## config.mk

```make
export PLATFORM = sky130hd
export DESIGN_NAME = dag_gate
export DESIGN_NICKNAME = d
export VERILOG_FILES = /design/src/dag_pkg.sv /design/src/dag_gate.sv
export SDC_FILE = /design/constraint.sdc
export NUM_CORES = 1
export LEC_CHECK = 0
export BUFFER_PORTS_ARGS = -buffer_cell sky130_fd_sc_hd__buf_2
export CELL_PAD_IN_SITES_DETAIL_PLACEMENT = 1
export CELL_PAD_IN_SITES_GLOBAL_PLACEMENT = 2
export CORE_MARGIN = 2
export CORE_UTILIZATION = 35
export CTS_BUF_LIST = sky130_fd_sc_hd__clkbuf_8
export DETAILED_ROUTE_END_ITERATION = 8
export GPL_TIMING_DRIVEN = 0
export PLACE_DENSITY = 0.81
export SYNTH_ARGS = -nofsm -noshare
export SYNTH_HDL_FRONTEND = slang
export SYNTH_SLANG_ARGS = --single-unit
```

## constraint.sdc

```tcl
create_clock -name clk -period 4.3 [get_ports clk]
set_clock_uncertainty 0.05 [all_clocks]
set_input_delay 0.43 -clock clk [delete_from_list [all_inputs] [get_ports clk]]
set_output_delay 0.43 -clock clk [all_outputs]
set_load 0.05 [all_outputs]
```

## src/dag_pkg.sv

```systemverilog
// Constants, field positions and enumerations shared by the debug access gate.
`default_nettype none
package dag_pkg;
  // Register bus byte offsets.
  localparam logic [7:0] OFF_CTRL = 8'h00;
  localparam logic [7:0] OFF_STAT = 8'h04;
  localparam logic [7:0] OFF_IRQ_ST = 8'h08;
  localparam logic [7:0] OFF_IRQ_EN = 8'h0c;
  localparam logic [7:0] OFF_IRQ_CLR = 8'h10;
  // Control register fields and their reset value.
  localparam int CTRL_W = 4;
  localparam int CTRL_OS_LOCK_CONDITION = 0;
  localparam int CTRL_DLK = 1;
  localparam int CTRL_HALT = 2;
  localparam int CTRL_EXC = 3;
  localparam logic [CTRL_W-1:0] CTRL_RST = 4'h1;
  // Status register fields.
  localparam int STAT_SDAD = 0;
  localparam int STAT_OFF = 1;
  localparam int STAT_AUTH = 2;
  localparam int STAT_OS_LOCK_CONDITION = 3;
  localparam int STAT_DLK = 4;
  localparam int STAT_W = 5;
  // Interrupt event bits.
  localparam int EV_SDAD = 0;
  localparam int EV_REJ = 1;
  localparam int EV_WP = 2;
  localparam int NEV = 3;
  localparam logic [NEV-1:0] EV_RST = 3'h0;
  // Debug port register window.
  localparam int APB_AW = 12;
  localparam logic [1:0] APB_IDX_STAT = 2'h0;
  localparam logic [31:0] WORD_ZERO = 32'h0000_0000;
  // Kinds of memory operation reported by the core.
  typedef enum logic [2:0] {
    K_LOAD = 3'h0, K_STORE = 3'h1, K_HINT = 3'h2, K_CLEAN = 3'h3,
    K_ZVA = 3'h4, K_IVAC = 3'h5, K_STREX = 3'h6, K_CAS = 3'h7
  } dag_kind_e;
  // Outcome of the permission check, one-hot.
  typedef enum logic [4:0] {
    G_DEFAULT = 5'b00001, G_OFF = 5'b00010, G_DLK = 5'b00100,
    G_OS_LOCK_CONDITION = 5'b01000, G_DEBUG_ACCESS_DISABLED_CONDITION = 5'b10000
  } dag_gate_e;
  // Debug port transfer state, one-hot.
  typedef enum logic [1:0] {
    A_IDLE = 2'b01, A_RESP = 2'b10
  } dag_apb_e;
endpackage : dag_pkg
`default_nettype wire

```

## src/dag_gate.sv

```systemverilog
// Debug access gate: permission checks on the debug port and watchpoint event steering.
//
// Implementation choices: the address map and the Wishbone slave port.
`timescale 1ns/1ps
`default_nettype none
// What this block does
// RQ1 - Judge each debug port access on conditions present during that access.
// RQ2 - Core power off or unreachable: every debug port access returns an error.
// RQ3 - Double lock condition holds whenever the double lock status bit is 1.
// RQ4 - Check power off, double lock, OS lock, disabled, default; first true decides.
// RQ5 - OS lock condition holds when OS lock bit is 1, ranked third.
// RQ6 - Unauthorised access as top failure errors and sets sticky access-disabled flag; a status index access is exempt and does neither.
// RQ7 - With no condition true the access reads or writes normally.
// RQ8 - Each debug event is ignored, taken as exception, or enters halted state.
// RQ9 - Watchpoint events are raised synchronously with their causing instruction.
// RQ10 - Hints and cache cleans raise no watchpoint, except zero-by-address and invalidate.
// RQ11 - Matching exclusive store raises a watchpoint even if the monitor check fails.
// RQ12 - Matching compare-and-swap raises a watchpoint even if comparison fails.
// RQ13 - Cold reset engages the OS lock.
// RQ14 - Software or debugger clears the OS lock before normal debug use; only a register bus write clears it, the debug port cannot.
// RQ15 - Warm reset leaves locks and sticky flags alone; only cold reset does.
// RQ16 - Rejected access ends with slave error; rejected write changes nothing.
module dag_gate
  import dag_pkg::*;
(
  input wire logic clk,
  input wire logic rst,
  input wire logic warm_reset_n,
  input wire logic wb_cyc,
  input wire logic wb_stb,
  input wire logic wb_we,
  input wire logic [7:0] wb_adr,
  input wire logic [3:0] wb_sel,
  input wire logic [31:0] wb_dat_i,
  output logic [31:0] wb_dat_o,
  output logic wb_ack,
  output logic irq,
  input wire logic psel,
  input wire logic penable,
  input wire logic pwrite,
  input wire logic [APB_AW-1:0] paddr,
  input wire logic [31:0] pwdata,
  output logic [31:0] prdata,
  output logic pready,
  output logic pslverr,
  input wire logic core_power_off,
  input wire logic external_access_authorised,
  input wire logic mem_valid,
  input wire logic [2:0] mem_kind,
  input wire logic wp_match,
  input wire logic [7:0] mem_tag,
  output logic wp_event,
  output logic [7:0] wp_tag,
  output logic dbg_ignore,
  output logic dbg_exception,
  output logic dbg_halt
);

  logic [CTRL_W-1:0] ctrl_r;
  logic sdad_r;
  logic [NEV-1:0] ev_st_r;
  logic [NEV-1:0] ev_en_r;
  logic wb_ack_r;
  logic [31:0] wb_dat_r;
  dag_apb_e apb_st_r;
  logic [31:0] prdata_r;
  logic pslverr_r;
  // Index 0 is the status word, so the storage array starts at index 1.
  logic [31:0] dbg_mem [1:3];
  dag_gate_e gate;
  logic double_lock_engaged;
  logic os_lock_condition;
  logic apb_take;
  logic [1:0] apb_idx;
  logic stat_reg;
  logic rejected;
  logic [STAT_W-1:0] stat_word;
  logic wb_wr;
  logic wp_hit;
  logic [NEV-1:0] ev_set;
  logic [NEV-1:0] ev_clr;
  logic debug_access_disabled_condition_hit;

  // Lock conditions come straight from the control bits.
  assign double_lock_engaged = ctrl_r[CTRL_DLK]; // RQ3
  assign os_lock_condition = ctrl_r[CTRL_OS_LOCK_CONDITION]; // RQ5
  assign stat_word = {ctrl_r[CTRL_DLK], ctrl_r[CTRL_OS_LOCK_CONDITION], external_access_authorised, core_power_off, sdad_r};

  // A debug port access is judged in the first cycle of its access phase.
  assign apb_take = psel && penable && (apb_st_r == A_IDLE); // RQ1
  assign apb_idx = paddr[3:2];
  assign stat_reg = (apb_idx == APB_IDX_STAT);

  // Conditions are scanned in priority order and the first true one wins.
  always_comb
  begin
    gate = G_DEFAULT; // RQ7
    if (core_power_off)
      gate = G_OFF; // RQ2
    else if (double_lock_engaged)
      gate = G_DLK; // RQ4
    else if (os_lock_condition)
      gate = G_OS_LOCK_CONDITION; // RQ5
    else if (!external_access_authorised)
      gate = G_DEBUG_ACCESS_DISABLED_CONDITION; // RQ6
  end

  // The status word stays readable under every condition except power off.
  assign rejected = (gate != G_DEFAULT) && !(stat_reg && (gate != G_OFF)); // RQ4

  // An authorisation refusal counts only when it is the highest failing condition.
  assign debug_access_disabled_condition_hit = apb_take && rejected && (gate == G_DEBUG_ACCESS_DISABLED_CONDITION); // RQ6

  // Debug port transfer sequencing; the answer comes one cycle into the access phase.
  always_ff @(posedge clk)
  begin
    if (rst)
      apb_st_r <= A_IDLE;
    else
      case (apb_st_r)
        A_IDLE:
          if (apb_take)
            apb_st_r <= A_RESP;
        A_RESP:
          apb_st_r <= A_IDLE;
        default:
          apb_st_r <= A_IDLE;
      endcase
  end

  // Ready comes from the state register, so it stands for exactly one cycle; the answer holds until the next access is judged.
  assign pready = (apb_st_r == A_RESP);
  assign pslverr = pslverr_r;
  assign prdata = prdata_r;

  // Read data and error answer are captured when the access is judged.
  always_ff @(posedge clk)
  begin
    if (rst)
    begin
      prdata_r <= WORD_ZERO;
      pslverr_r <= 1'b0;
    end
    else if (apb_take)
    begin
      pslverr_r <= rejected; // RQ16
      if (rejected || pwrite)
        prdata_r <= WORD_ZERO;
      else if (stat_reg)
        prdata_r <= {{(32-STAT_W){1'b0}}, stat_word};
      else
        prdata_r <= dbg_mem[apb_idx]; // RQ7
    end
  end

  // Debug data words; a refused write leaves them untouched.
  // The status index is read-only and is never stored here.
  always_ff @(posedge clk)
  begin
    if (rst)
    begin
      for (int i = 1; i <= 3; i++)
        dbg_mem[i] <= WORD_ZERO;
    end
    else if (apb_take && pwrite && !rejected && !stat_reg)
      dbg_mem[apb_idx] <= pwdata; // RQ16
  end

  // Sticky access-disabled flag; only the cold reset clears it besides a status read.
  // The set test comes first, so a refusal is never lost to a clearing read.
  always_ff @(posedge clk)
  begin
    if (rst)
      sdad_r <= 1'b0; // RQ15
    else if (debug_access_disabled_condition_hit)
      sdad_r <= 1'b1; // RQ6
    else if (apb_take && stat_reg && !pwrite && !rejected)
      sdad_r <= 1'b0;
  end

  // Watchpoint qualification: hints and cleans are excluded, failed exclusives and CAS count.
  // A failed store or compare does not matter: the match alone raises the event.
  always_comb
  begin
    case (dag_kind_e'(mem_kind))
      K_HINT, K_CLEAN:
        wp_hit = 1'b0; // RQ10
      K_ZVA, K_IVAC:
        wp_hit = mem_valid && wp_match; // RQ10
      K_STREX, K_CAS:
        wp_hit = mem_valid && wp_match; // RQ11 RQ12
      default:
        wp_hit = mem_valid && wp_match;
    endcase
  end

  // Event and tag are registered together, so the tag belongs to the instruction that raised it.
  // The warm reset clears them as core logic, while locks and flags keep their values.
  always_ff @(posedge clk)
  begin
    if (rst || !warm_reset_n)
    begin
      wp_event <= 1'b0;
      wp_tag <= 8'h00;
    end
    else
    begin
      wp_event <= wp_hit; // RQ9
      wp_tag <= wp_hit ? mem_tag : 8'h00; // RQ9
    end
  end

  // Exactly one response accompanies each event.
  // While either lock is engaged the event is ignored, so software must clear the locks first.
  always_ff @(posedge clk)
  begin
    if (rst || !warm_reset_n)
    begin
      dbg_ignore <= 1'b0;
      dbg_exception <= 1'b0;
      dbg_halt <= 1'b0;
    end
    else
    begin
      dbg_ignore <= 1'b0;
      dbg_exception <= 1'b0;
      dbg_halt <= 1'b0;
      if (wp_hit)
      begin
        if (os_lock_condition || double_lock_engaged)
          dbg_ignore <= 1'b1; // RQ8 RQ14
        else if (ctrl_r[CTRL_HALT])
          dbg_halt <= 1'b1; // RQ8
        else if (ctrl_r[CTRL_EXC])
          dbg_exception <= 1'b1; // RQ8
        else
          dbg_ignore <= 1'b1; // RQ8
      end
    end
  end

  // Register bus: one wait cycle, then ack for one cycle; writes land on the ack edge.
  assign wb_wr = wb_cyc && wb_stb && wb_we && wb_ack_r && wb_sel[0];
  assign wb_ack = wb_ack_r;
  assign wb_dat_o = wb_dat_r;

  // Ack is a one-cycle pulse; a master that holds its strobe sees one ack every other cycle.

  always_ff @(posedge clk)
  begin
    if (rst)
      wb_ack_r <= 1'b0;
    else
      wb_ack_r <= wb_cyc && wb_stb && !wb_ack_r;
  end

  // Read data mux; unmapped and write-only offsets read as zero.
  always_ff @(posedge clk)
  begin
    if (rst)
      wb_dat_r <= WORD_ZERO;
    else if (wb_cyc && wb_stb && !wb_ack_r)
      case (wb_adr)
        OFF_CTRL: wb_dat_r <= {{(32-CTRL_W){1'b0}}, ctrl_r};
        OFF_STAT: wb_dat_r <= {{(32-STAT_W){1'b0}}, stat_word};
        OFF_IRQ_ST: wb_dat_r <= {{(32-NEV){1'b0}}, ev_st_r};
        OFF_IRQ_EN: wb_dat_r <= {{(32-NEV){1'b0}}, ev_en_r};
        default: wb_dat_r <= WORD_ZERO;
      endcase
  end

  // Control register; the cold reset engages the OS lock and the warm reset does not.
  // Only byte lane 0 carries control bits, so a write needs sel[0].
  always_ff @(posedge clk)
  begin
    if (rst)
      ctrl_r <= CTRL_RST; // RQ13 RQ15
    else if (wb_wr && (wb_adr == OFF_CTRL))
      ctrl_r <= wb_dat_i[CTRL_W-1:0];
  end

  // Interrupt enable register.
  always_ff @(posedge clk)
  begin
    if (rst)
      ev_en_r <= EV_RST;
    else if (wb_wr && (wb_adr == OFF_IRQ_EN))
      ev_en_r <= wb_dat_i[NEV-1:0];
  end

  // Sticky interrupt status; a new event wins over a clear in the same cycle.
  assign ev_set[EV_SDAD] = debug_access_disabled_condition_hit; // RQ6
  assign ev_set[EV_REJ] = apb_take && rejected;
  assign ev_set[EV_WP] = wp_hit;
  assign ev_clr = (wb_wr && (wb_adr == OFF_IRQ_CLR)) ? wb_dat_i[NEV-1:0] : EV_RST;

  // Clear bits are applied first and new events are ORed in after, so no event is lost.

  always_ff @(posedge clk)
  begin
    if (rst)
      ev_st_r <= EV_RST;
    else
      ev_st_r <= (ev_st_r & ~ev_clr) | ev_set;
  end

  // Level interrupt while any enabled status bit stands.
  assign irq = |(ev_st_r & ev_en_r);

endmodule : dag_gate
`default_nettype wire

```

# Word-level counts from Yosys, hierarchy flattened
# Memory sizes are Yosys's and may differ from the RTL's.
# Cells that the tools add are included.
totals:
  ff_bits: 91
  mem_bits_rw: 96
  input_bits: 112
  output_inout_bits: 80
  elab_cells: 96
  n_memories: 1
mem_list:
  columns: ["memory", "depth", "word_bits", "rd", "rd_ports_with_merged_regs", "wr", "line_no", "rtl"]
  rows:
  - ["dbg_mem", 3, 32, 1, 0, 3, "dag_gate.sv:69", "logic [31:0] dbg_mem [1:3];"]
op_classes:
  n_eq_ne: 11
  mux: 24
  bitwise: 6
  reduce_logical: 40
ops:
  columns: ["operator", "count"]
  rows:
  - ["two-way mux 32 bit", 3]
  - ["OR reduction 32 bit", 1]
  - ["logical AND 1 bit", 21]
  - ["two-way mux 5 bit", 4]
  - ["one-hot mux 5 bit (4 select lines)", 1]
  - ["== test 8 x 4 -> 1 bit (second input constant)", 2]
  - ["two-way mux 1 bit", 14]
  - ["== test 8 x 3 -> 1 bit (second input constant)", 1]
  - ["== test 8 x 5 -> 1 bit (second input constant)", 1]
  - ["zero test 8 bit", 1]
  - ["AND 3 bit", 2]
  - ["== test 3 x 2 -> 1 bit (second input constant)", 2]
  - ["zero test 1 bit", 6]
  - ["OR reduction 2 bit", 3]
  - ["OR reduction 3 bit", 2]
  - ["== test 5 bit (second input constant)", 1]
  - ["!= test 5 x 1 -> 1 bit (second input constant)", 1]
  - ["!= test 5 x 2 -> 1 bit (second input constant)", 1]
  - ["OR reduction 4 bit", 1]
  - ["logical OR 1 bit", 3]
  - ["two-way mux 3 bit", 1]
  - ["inverter 3 bit", 1]
  - ["bitwise OR 3 bit", 1]
  - ["== test 2 x 1 -> 1 bit (second input constant)", 1]
  - ["5 further kinds", 6]

# Depth between registers and ports, before layout
# Gate-level depths: netlist of the first run.
logic_depth:
  word_depth: 16
  ltp_mapped: 7
  depth_no_buf: 4

# Worst setup path after synthesis of the first run
# OpenSTA, ideal clock, no wires.
synth_timing:
  kind: "input to register"
  startpoint: "in paddr[2]"
  endpoint: "mem dbg_mem[1][0], enable pin"
  setup_time_ns: 0.428
  arrival_ns: 2.716
  slack_ns: 1.106
  path_stages: 6
  n_path_buf: 2
  cell_sequence: "or2_1 -> and3_1 -> buf_2 -> nand4_2 -> buf_2 -> o21bai_1"
synth_lines:
  columns: ["item", "line_no", "rtl"]
  rows:
  - ["start: declaration", "dag_gate.sv:41", "input wire logic [APB_AW-1:0] paddr,"]
  - ["end: declaration", "dag_gate.sv:69", null]

==> metrics.md, run 1 <==
| Metric | Value |
|---|---|
| Synth cell types | 50 |
| Die X | 145 um |
| Slowest-stage cell, CP | a21o_2 |
| Antenna violations before repair | 2 |
| Fmax | about 370 MHz |
| Final setup viols | 0 |
| Reg-to-reg critical path startpoint | ctrl_r[1] |
| Die area | around 21,000 sq um |
| Clock power frac | between 30 and 40% |
| Buffer depth of the longest clock path | 2 |
| Post-DRT Antenna Nets | 0 |
| Peak supply drop | 0.199 mV |
| DRT iter0 DRCs | 314 |
| Syn Inst Count | ~560 |
| Post-synth ARST share | 0% |
| Leakage | 3.64 nW |
| Worst setup EP type | register |
| Fraction of layout cells with a size suffix above 1 | about a third |
| Post-synth EDFFs | 96 |
| Die Y | around 150 um |
| Grt ovf | 0 |
| Total CTS buffers | 17 |
| Post-CTS setup buffers | 0 |
| Synthesized area | 6990 sq um |
| Remaining DRCs | 0 |
| Sequential power share | 53.2% |
| Placeable Area | about 20,000 sq um |
| CP most frequent cell | buf_2 |
| GR peak layer | met2 |
| Worst path depth | 6 |
| Met3 Resource Use GR | around 5.8% |
| Max-Cap Viols | 0 |
| Seq/Total Area, Yosys | between 50 and 60% |
| Crit path buffers/inverters | 2 |
| CTS tree | done |
| Clk slew on worst S/H paths | 0.09 ns |
| R2r setup slk | 1.63 ns |
| Crit path DAT | ~2.7 ns |
| Capture point of the worst reg-to-reg path | dbg_mem[3][1] |
| M1 GR Usage | between 20% and 30% |
| Max-slew violations | 0 |
| Critical path cell sequence | nor2_2 > and3_1 > buf_2 > and4_4 > buf_2 > a21o_2 |
| Multi-input gate area | around 2500 sq um |
| Register-to-Register Path Depth | 6 |
| Gpl congestion | roughly 0.77 |
| First-pass GRT wire length | between 30,000 and 40,000 um |
| CTS sink cnt | 160 |
| DR vias | about 5,000 |
| Worst setup path category | register to register |
| Sw frac | about a quarter |
| Setup WS post-layout | 1.63 ns |
| Met2 Use GR | between 30% and 40% |
| P_int | about 0.0024 W |
| Main synth FF type | edfxtp_1 |
| HPWL after detailed placement | around 14,000 um |
| Hold Fails Final Rpt | 0 |
| Status | complete, no violations |
| Synth-to-layout area growth | 21.3% |
| Hold Buf Count CTS | 0 |
| First-pass iteration count of the detailed router | 5 |
| CTS Root Cell | clkbuf_8 |
| Rows | just over 50 |
| Slew HR | between 30% and 40% |
| Slew @ Worst Pin | about 0.90 ns |
| Hold WS | ~0.12 ns |
| Dpl ws | about 1.0 ns |
| Worst path max stage delay | around 0.71 ns |
| Startpoint types | register |
| Fin crit share | roughly 62% |
| Avg WL per Cell | just under 20 um |
| Largest net degree at the start of global routing | 33 |
| Post-CTS Resized | 0 |
| # H-tree levels | 4 |
| Fillcell total | between 2,000 and 2,500 |
| Delay-heaviest family, CP | simple AND/OR/NAND/NOR gates |
| Clk_lat worst skew | between 0.4 and 0.5 ns |
| GRT Total Usage | 18.6% |
| Mapped Avg Cell Area | 12.4 sq um |
| Reg area | between 4000 and 5000 sq um |
| Final min period | between 2 and 3 ns |
| Count of warnings emitted by yosys | 0 |
| Pwr/cell area | roughly 370 nW/um^2 |
| Number of global-route vias before repair | between 5,000 and 6,000 |
| CP required | roughly 4.3 ns |
| Gate power share | about 9.2% |
| Synth Register Bits | 160 |
| Via density | 5.06 |
| Worst Hold Class | input port to register |
| Io pins | around 190 |
| Worst Path Max Fanout | 32 |
| Port Buffer Count | between 100 and 150 |
| Initial core utilization | a little over a third |
| Final net count | 840 |
| DRT Wirelength | around 19,000 um |
| Crit path launch | ctrl_r[1] |
| Sw Pwr | between 0.0007 and 0.0008 W |
| RSZ-0062 raised after global routing | false |
| Crit path capture | dbg_mem[3][1] |
-- power groups by stage --
stage,combinational [W],clock [W],sequential [W]
after CTS,0.000289,0.00119,0.00167
final,0.000289,0.00117,0.00166
after global routing,0.000310,0.00125,0.00167
after detailed placement,0.000288,0,0.00170
after global placement,0.000278,0,0.00170
after floorplan,0.000181,0,0.00171
-- worst min-delay path by stage --
stage | slack (ns) | endpoint | depth (start not counted) | start
final | 0.12 | wp_tag[0] | 2 | mem_tag[0]
after global routing | 0.09 | wp_tag[7] | 2 | mem_tag[7]
after CTS | 0.09 | wp_tag[0] | 2 | mem_tag[0]
after detailed placement | 0.41 | wb_dat_o[1] | 2 | wb_dat_o[1]
after global placement | 0.40 | wb_dat_o[2] | 2 | wb_dat_o[2]
after floorplan | 0.41 | sdad_r | 2 | sdad_r
-- flip-flops by register name, summed over array words and instances, names as in the netlist --
register       flops
ev_en_r            3
dbg_mem           96
sdad_r             1
wb_ack             1
apb_st_r           2
ctrl_r             4
prdata            32
dbg_ignore         1
ev_st_r            3
wp_event           1
pslverr            1
dbg_exception      1
wb_dat_o           5
dbg_halt           1
wp_tag             8
-- layer usage --
layer	vias up	part of all wire, %
met5	-	0.036
met4	2	1.8
met3	28	6.6
met2	175	47
met1	2514	44
li1	2380	-
-- layout make-up --
type / instances / area share [%]
Antenna cell: 1 / 0.0295
Timing Repair Buffer: 121 / 7.41
Buffer: 74 / 5.13
Multi-Input combinational cell: 347 / 29.2
Sequential cell: 160 / 49.1
Clock buffer: 20 / 3.25
Inverter: 7 / 0.310
Tap cell: 265 / 3.91
Clock inverter: 12 / 1.65
-- synth_stat cells, drive strengths merged (4+ instances only) --
master | instances | share of area (%)
a22oi | 4 | 0.43
buf | 45 | 4.2
a21oi | 14 | 1.0
and2 | 42 | 3.8
nand2 | 11 | 0.63
nand4 | 7 | 0.72
clkbuf | 29 | 2.0
and3 | 35 | 3.1
o21ai | 4 | 0.29
nor2 | 39 | 2.1
mux2 | 28 | 4.5
a22o | 28 | 3.5
dfxtp | 64 | 18
nor2b | 4 | 0.36
a32oi | 28 | 3.5
mux4 | 4 | 1.3
mux2i | 10 | 1.4
nor3b | 33 | 3.5
inv | 7 | 0.38
edfxtp | 96 | 41
-- placed cells by master (no fill, tap or decap), types with 2 or more instances in the layout --
| cell | instances |
|---|---|
| edfxtp_1 | 96 |
| nand4_1 | 6 |
| or4_1 | 2 |
| nor2_1 | 38 |
| buf_2 | 138 |
| nand2_1 | 10 |
| inv_6 | 2 |
| conb_1 | 27 |
| o21ai_0 | 4 |
| clkbuf_8 | 23 |
| a22o_1 | 28 |
| and2_1 | 42 |
| mux4_2 | 4 |
| buf_4 | 27 |
| nor2b_1 | 4 |
| clkbuf_1 | 23 |
| o2111ai_1 | 3 |
| mux2_2 | 28 |
| clkbuf_2 | 3 |
| mux2i_1 | 10 |
| a22oi_1 | 4 |
| nor3b_1 | 33 |
| bufinv_16 | 3 |
| dfxtp_1 | 64 |
| a21oi_1 | 14 |
| nand2b_1 | 2 |
| and3_1 | 35 |
| a32oi_1 | 28 |
| inv_1 | 10 |
| clkinv_2 | 2 |
| and4_1 | 2 |
-- cell families after synthesis --
family | after synthesis | synth area share [%]
muxes | 42 | 7.23
DFF | 160 | 59.5
other | 1 | 0.0536
and+or+nand+nor | 190 | 16.6
buffers and inverters | 81 | 6.60
AOI/OAI and AO/OA | 88 | 9.93
-- through the flow --
stage | area [sq um] | total power [W] | util [%] | setup TNS [ns] | instances
floorplan | 7090 | 0.00189 | - | 0 | 588
global placement | 8020 | 0.00198 | 41.1 | -7.16 | 973
detailed placement | 8060 | 0.00199 | 41.3 | 0 | 974
CTS | 8480 | 0.00315 | 43.4 | 0 | 1006
global route | 8480 | 0.00323 | 43.4 | 0 | 1006
finish | 8480 | 0.00313 | 43.4 | 0 | 1007
Note: power is estimated with default switching activity, not from simulation.
==> inputs of run 2 (changes only) <==
clock period = 2.7 ns   (was 4.3 ns; I/O delays follow)
==> metrics.md, run 2 (same netlist as run 1, synthesis figures left out) <==
| Metric | Value |
|---|---|
| Status | complete, no violations |
| Max-slew violations | 0 |
| Fin crit share | 89.5% |
| Commonest non-fill, non-tap cell in the layout | buf_2 |
| Startpoint types | register |
| Die Y | 145 um |
| Total CTS buffers | 17 |
| Post-DRT Antenna Nets | 0 |
| Worst setup path category | register to register |
| GRT Total Usage | between 10% and 20% |
| Slowest-stage cell, CP | a21o_4 |
| Gpl congestion | ~0.8 |
| Dpl ws | -0.0207 ns |
| Port Buffer Count | between 100 and 150 |
| Peak supply drop | between 0.3 and 0.4 mV |
| Setup WS post-layout | about 0.28 ns |
| CTS tree | done |
| Pwr/cell area | 570 nW/um^2 |
| Die area | 21,100 sq um |
| Final min period | roughly 2.4 ns |
| CP most frequent cell | buf_2 |
| Worst Path Max Fanout | 32 |
| Rows | 51 |
| Grt ovf | 0 |
| Commonest cells after routing, fill and taps aside | 138 x buf_2, 96 x edfxtp_1, 64 x dfxtp_1, 42 x and2_1, 37 x nor2_1 |
| Fmax | roughly 410 MHz |
| Pwr Total | approximately 0.0049 W |
| Max FFs per register | 96 |
| Max-Cap Viols | 0 |
| Critical path cell sequence | nor2_2 > and3_1 > buf_2 > and4_4 > buf_2 > a21o_4 |
| Delay-heaviest family, CP | simple AND/OR/NAND/NOR gates |
| Io pins | 192 |
| Largest net degree at the start of global routing | 33 |
| Avg WL per Cell | 19.1 um |
| # H-tree levels | 4 |
| Count of non-filler cells in the finished layout | around 1,000 |
| Dpl cells | about 1,000 |
| Placeable Area | ~20,000 sq um |
| First-pass GRT wire length | about 31,000 um |
| Slew @ Worst Pin | 0.617 ns |
| First-pass iteration count of the detailed router | 4 |
| DR vias | between 5,000 and 6,000 |
| Hold Fails Final Rpt | 0 |
| DRT iter0 DRCs | between 200 and 250 |
| Synth-to-layout area growth | 22.3% |
| Buffer depth of the longest clock path | 2 |
| Leakage | approximately 3.7 nW |
| Crit path DAT | around 2.5 ns |
| Clk_lat worst skew | roughly 0.46 ns |
| Antenna violations before repair | 1 |
| CTS Root Cell | clkbuf_8 |
| Initial core utilization | between 30 and 40% |
| Die X | around 150 um |
| HPWL after detailed placement | 13,800 um |
| Largest Register | dbg_mem |
| Number of global-route vias before repair | 5,473 |
| Worst path max stage delay | 0.45 ns |
| Remaining DRCs | 0 |
| DRT Wirelength | a little under 20,000 um |
| Slew HR | between 50% and 60% |
| Fraction of layout cells with a size suffix above 1 | 32.8% |
| Final setup viols | 0 |
| CP required | around 2.8 ns |
| RSZ-0062 raised after global routing | false |
| CTS sink cnt | 160 |
| Clk slew on worst S/H paths | about 0.090 ns |
| Final net count | ~850 |
| Worst setup EP type | register |
| Crit path buffers/inverters | 2 |
| Via density | ~5 |
| Worst Hold Class | input port to register |
run 2: changes by cell type in the layout (fill, tap and decap cells not counted), sizes merged:
cell / before / now
clkbuf: 49 / 46
buf: 166 / 169
clkinvlp: 1 / 3
diode: 1 / 2
bufinv: 3 / 2
dlygate4sd3: 0 / 8
inv: 12 / 14
run 2: where the power goes:
| part | internal (W) | switching, W |
|---|---|---|
| Combinational | 0.000168 | 0.000306 |
| Clock | 0.000817 | 0.000934 |
| Sequential | 0.00263 | 0.0000174 |
| Total | 0.00362 | 0.00126 |
run 2: timing repair:
item,in CTS,in global routing
setup endpoints to repair,32,54
endpoints found under the hold margin,8,0
resized for setup,1,2
pin swaps,0,1
hold buffers,8,0
buffers inserted,0,3
run 2: worst reg2reg max path: cells and delay by family, from the launching register on:
family                 cells  cell delay (ns)
buffers and inverters      2             0.41
AOI/OAI and AO/OA          1             0.45
DFF                        1             0.38
and+or+nand+nor            3             0.76
run 2: area by class of cell:
class | count | area [sq um]
fillers | 2183 | 11000
clock inverters | 15 | 146
inverters | 7 | 26.3
plain buffers | 74 | 435
diodes | 2 | 5.00
well taps | 265 | 332
multi-input cells | 347 | 2490
clock buffers | 17 | 234
flip-flops and latches | 160 | 4160
repair buffers | 132 | 723
run 2: routing by layer:
| layer | GRT usage [%] | up-vias | wire length [um] |
|---|---|---|---|
| met4 | 5.44 | 0 | 344 |
| met2 | 31.5 | 164 | 9390 |
| met5 | 0 | - | 0 |
| li1 | - | 2401 | - |
| met1 | 23.7 | 2508 | 8480 |
| met3 | 5.49 | 27 | 1290 |
run 2: path summary, 6_finish.rpt:
kind | startpoint | slack [ns] | end | depth (start not counted)
max | ctrl_r[0] | 0.28 | dbg_mem[3][1] | 6
min | wb_dat_i[3] | 0.04 | ctrl_r[3] | 3
max reg2reg | ctrl_r[0] | 0.28 | dbg_mem[3][1] | 6
min reg2reg | wb_dat_o[0] | 0.41 | wb_dat_o[0] | 2
run 2: stage by stage:
step,TNS (ns),hold slack (ns),area (sq um),util [%]
2_1_floorplan,0,0.342,7090,-
3_3_place_gp,-34.73,0.399,8030,41.1
3_5_place_dp,-0.570,0.404,8060,41.3
4_1_cts,0,0.00992,8520,43.6
5_1_grt,0,0.0165,8550,43.8
6_report,0,0.0371,8550,43.8
==> inputs of run 3 (changes only) <==
MAX_ROUTING_LAYER = met4   (was unset)
TNS_END_PERCENT = 5   (was unset)
==> metrics.md, run 3 (same netlist as run 1, synthesis figures left out) <==
| Metric | Value |
|---|---|
| Count of non-filler cells in the finished layout | between 1,000 and 1,500 |
| Slowest-stage cell, CP | a21o_4 |
| Startpoint types | register |
| Commonest cells after routing, fill and taps aside | 138 x buf_2, 96 x edfxtp_1, 64 x dfxtp_1, 42 x and2_1, 37 x nor2_1 |
| HPWL after detailed placement | 13,800 um |
| Clk slew on worst S/H paths | roughly 0.080 ns |
| Clk_lat worst skew | between 0.4 and 0.5 ns |
| Post-DRT Antenna Nets | 0 |
| CTS tree | done |
| Placeable Area | 19,500 sq um |
| Fmax | 413 MHz |
| Final min period | 2.42 ns |
| Antenna violations before repair | 1 |
| Worst setup EP type | register |
| Slew @ Worst Pin | 0.603 ns |
| Die area | between 20,000 and 25,000 sq um |
| Slew HR | 59.8% |
| Synth-to-layout area growth | 22.3% |
| Max FFs per register | 96 |
| Crit path buffers/inverters | 2 |
| First-pass GRT wire length | ~31,000 um |
| Dpl cells | a little under 1,000 |
| Initial core utilization | between 30% and 40% |
| CTS Root Cell | clkbuf_8 |
| Buffer depth of the longest clock path | 2 |
| Gpl congestion | 0.804 |
| Port Buffer Count | 120 |
| Fin crit share | around nine tenths |
| Worst Hold Class | input port to register |
| Commonest non-fill, non-tap cell in the layout | buf_2 |
| # H-tree levels | 4 |
| Pwr Total | 0.00487 W |
| Die X | ~150 um |
| Final setup viols | 0 |
| Delay-heaviest family, CP | simple AND/OR/NAND/NOR gates |
| Hold Fails Final Rpt | 0 |
| Leakage | 3.66 nW |
| Worst path max stage delay | roughly 0.45 ns |
| Worst Path Max Fanout | 32 |
| Max-slew violations | 0 |
| Worst setup path category | register to register |
| Max-Cap Viols | 0 |
| DR vias | about 5,100 |
| Total CTS buffers | 17 |
| Peak supply drop | roughly 0.35 mV |
| First-pass iteration count of the detailed router | 4 |
| Via density | approximately 5 |
| Io pins | between 150 and 200 |
| Avg WL per Cell | 19.1 um |
| Largest Register | dbg_mem |
| Rows | 51 |
| Largest net degree at the start of global routing | 33 |
| Die Y | ~150 um |
| CP most frequent cell | buf_2 |
| Final net count | about 850 |
| Status | complete, no violations |
| CTS sink cnt | 160 |
| DRT iter0 DRCs | approximately 190 |
| RSZ-0062 raised after global routing | false |
| CP required | ~2.8 ns |
| Fraction of layout cells with a size suffix above 1 | 32.8% |
| GRT Total Usage | 19.3% |
| Pwr/cell area | 570 nW/um^2 |
| Grt ovf | 0 |
| Remaining DRCs | 0 |
| Critical path cell sequence | nor2_2 > and3_1 > buf_2 > and4_4 > buf_2 > a21o_4 |
| DRT Wirelength | between 15,000 and 20,000 um |
| Crit path DAT | ~2.5 ns |
| Number of global-route vias before repair | ~5,500 |
-- run 3: cell counts in the layout (fill, tap and decap cells not counted) --
No cell type changed its count.
-- run 3: area by class of cell --
| type | count | area (sq um) |
|---|---|---|
| Fill cell | 2186 | 11000 |
| Sequential cell | 160 | 4160 |
| Multi-Input combinational cell | 347 | 2490 |
| Timing Repair Buffer | 132 | 723 |
| Buffer | 74 | 435 |
| Tap cell | 265 | 332 |
| Clock buffer | 17 | 234 |
| Clock inverter | 15 | 146 |
| Inverter | 7 | 26.3 |
| Antenna cell | 2 | 5.00 |
-- run 3: worst min-delay path, delay by kind of cell --
kind | cells | cell delay (ns)
buf+inv | 1 | 0.08
mux | 1 | 0.06
simple gates | 1 | 0.09
-- run 3: worst paths after layout --
kind | depth (start not counted) | start | to | slack (ns)
hold / removal | 3 | wb_dat_i[3] | ctrl_r[3] | 0.04
setup reg to reg | 6 | ctrl_r[0] | dbg_mem[3][1] | 0.28
setup / recovery | 6 | ctrl_r[0] | dbg_mem[3][1] | 0.28
hold reg to reg | 2 | wb_dat_o[2] | wb_dat_o[2] | 0.42
-- run 3: what timing repair did --
action,4_1_cts,5_1_grt
hold buffers,8,0
hold endpoints to repair,8,0
endpoints found under the setup margin,32,54
pin swaps,0,1
resized for setup,1,2
buffers inserted,0,3
-- run 3: routing by layer --
layer,vias up,part of all wire (%),GRT usage (%)
met4,0,1.4,5.15
met1,2468,43,23.8
met5,-,0,-
li1,2403,-,-
met2,188,48,31.4
met3,22,7.2,5.42
-- run 3: per-stage QoR --
step                hold WS (ns)  util (%)  setup WS (ns)  instance area (sq um)  setup TNS [ns]
global route              0.0169      43.8          0.135                   8550               0
global placement           0.399      41.1         -0.674                   8030          -34.73
floorplan                  0.342         -          0.233                   7090               0
finish                    0.0381      43.8          0.279                   8550               0
CTS                      0.00992      43.6         0.0920                   8520               0
detailed placement         0.404      41.3        -0.0207                   8060          -0.570
-- run 3: report_power, final --
group | switching [W] | internal (W)
clock | 0.000933 | 0.000817
combinational | 0.000305 | 0.000168
sequential | 0.0000172 | 0.00263
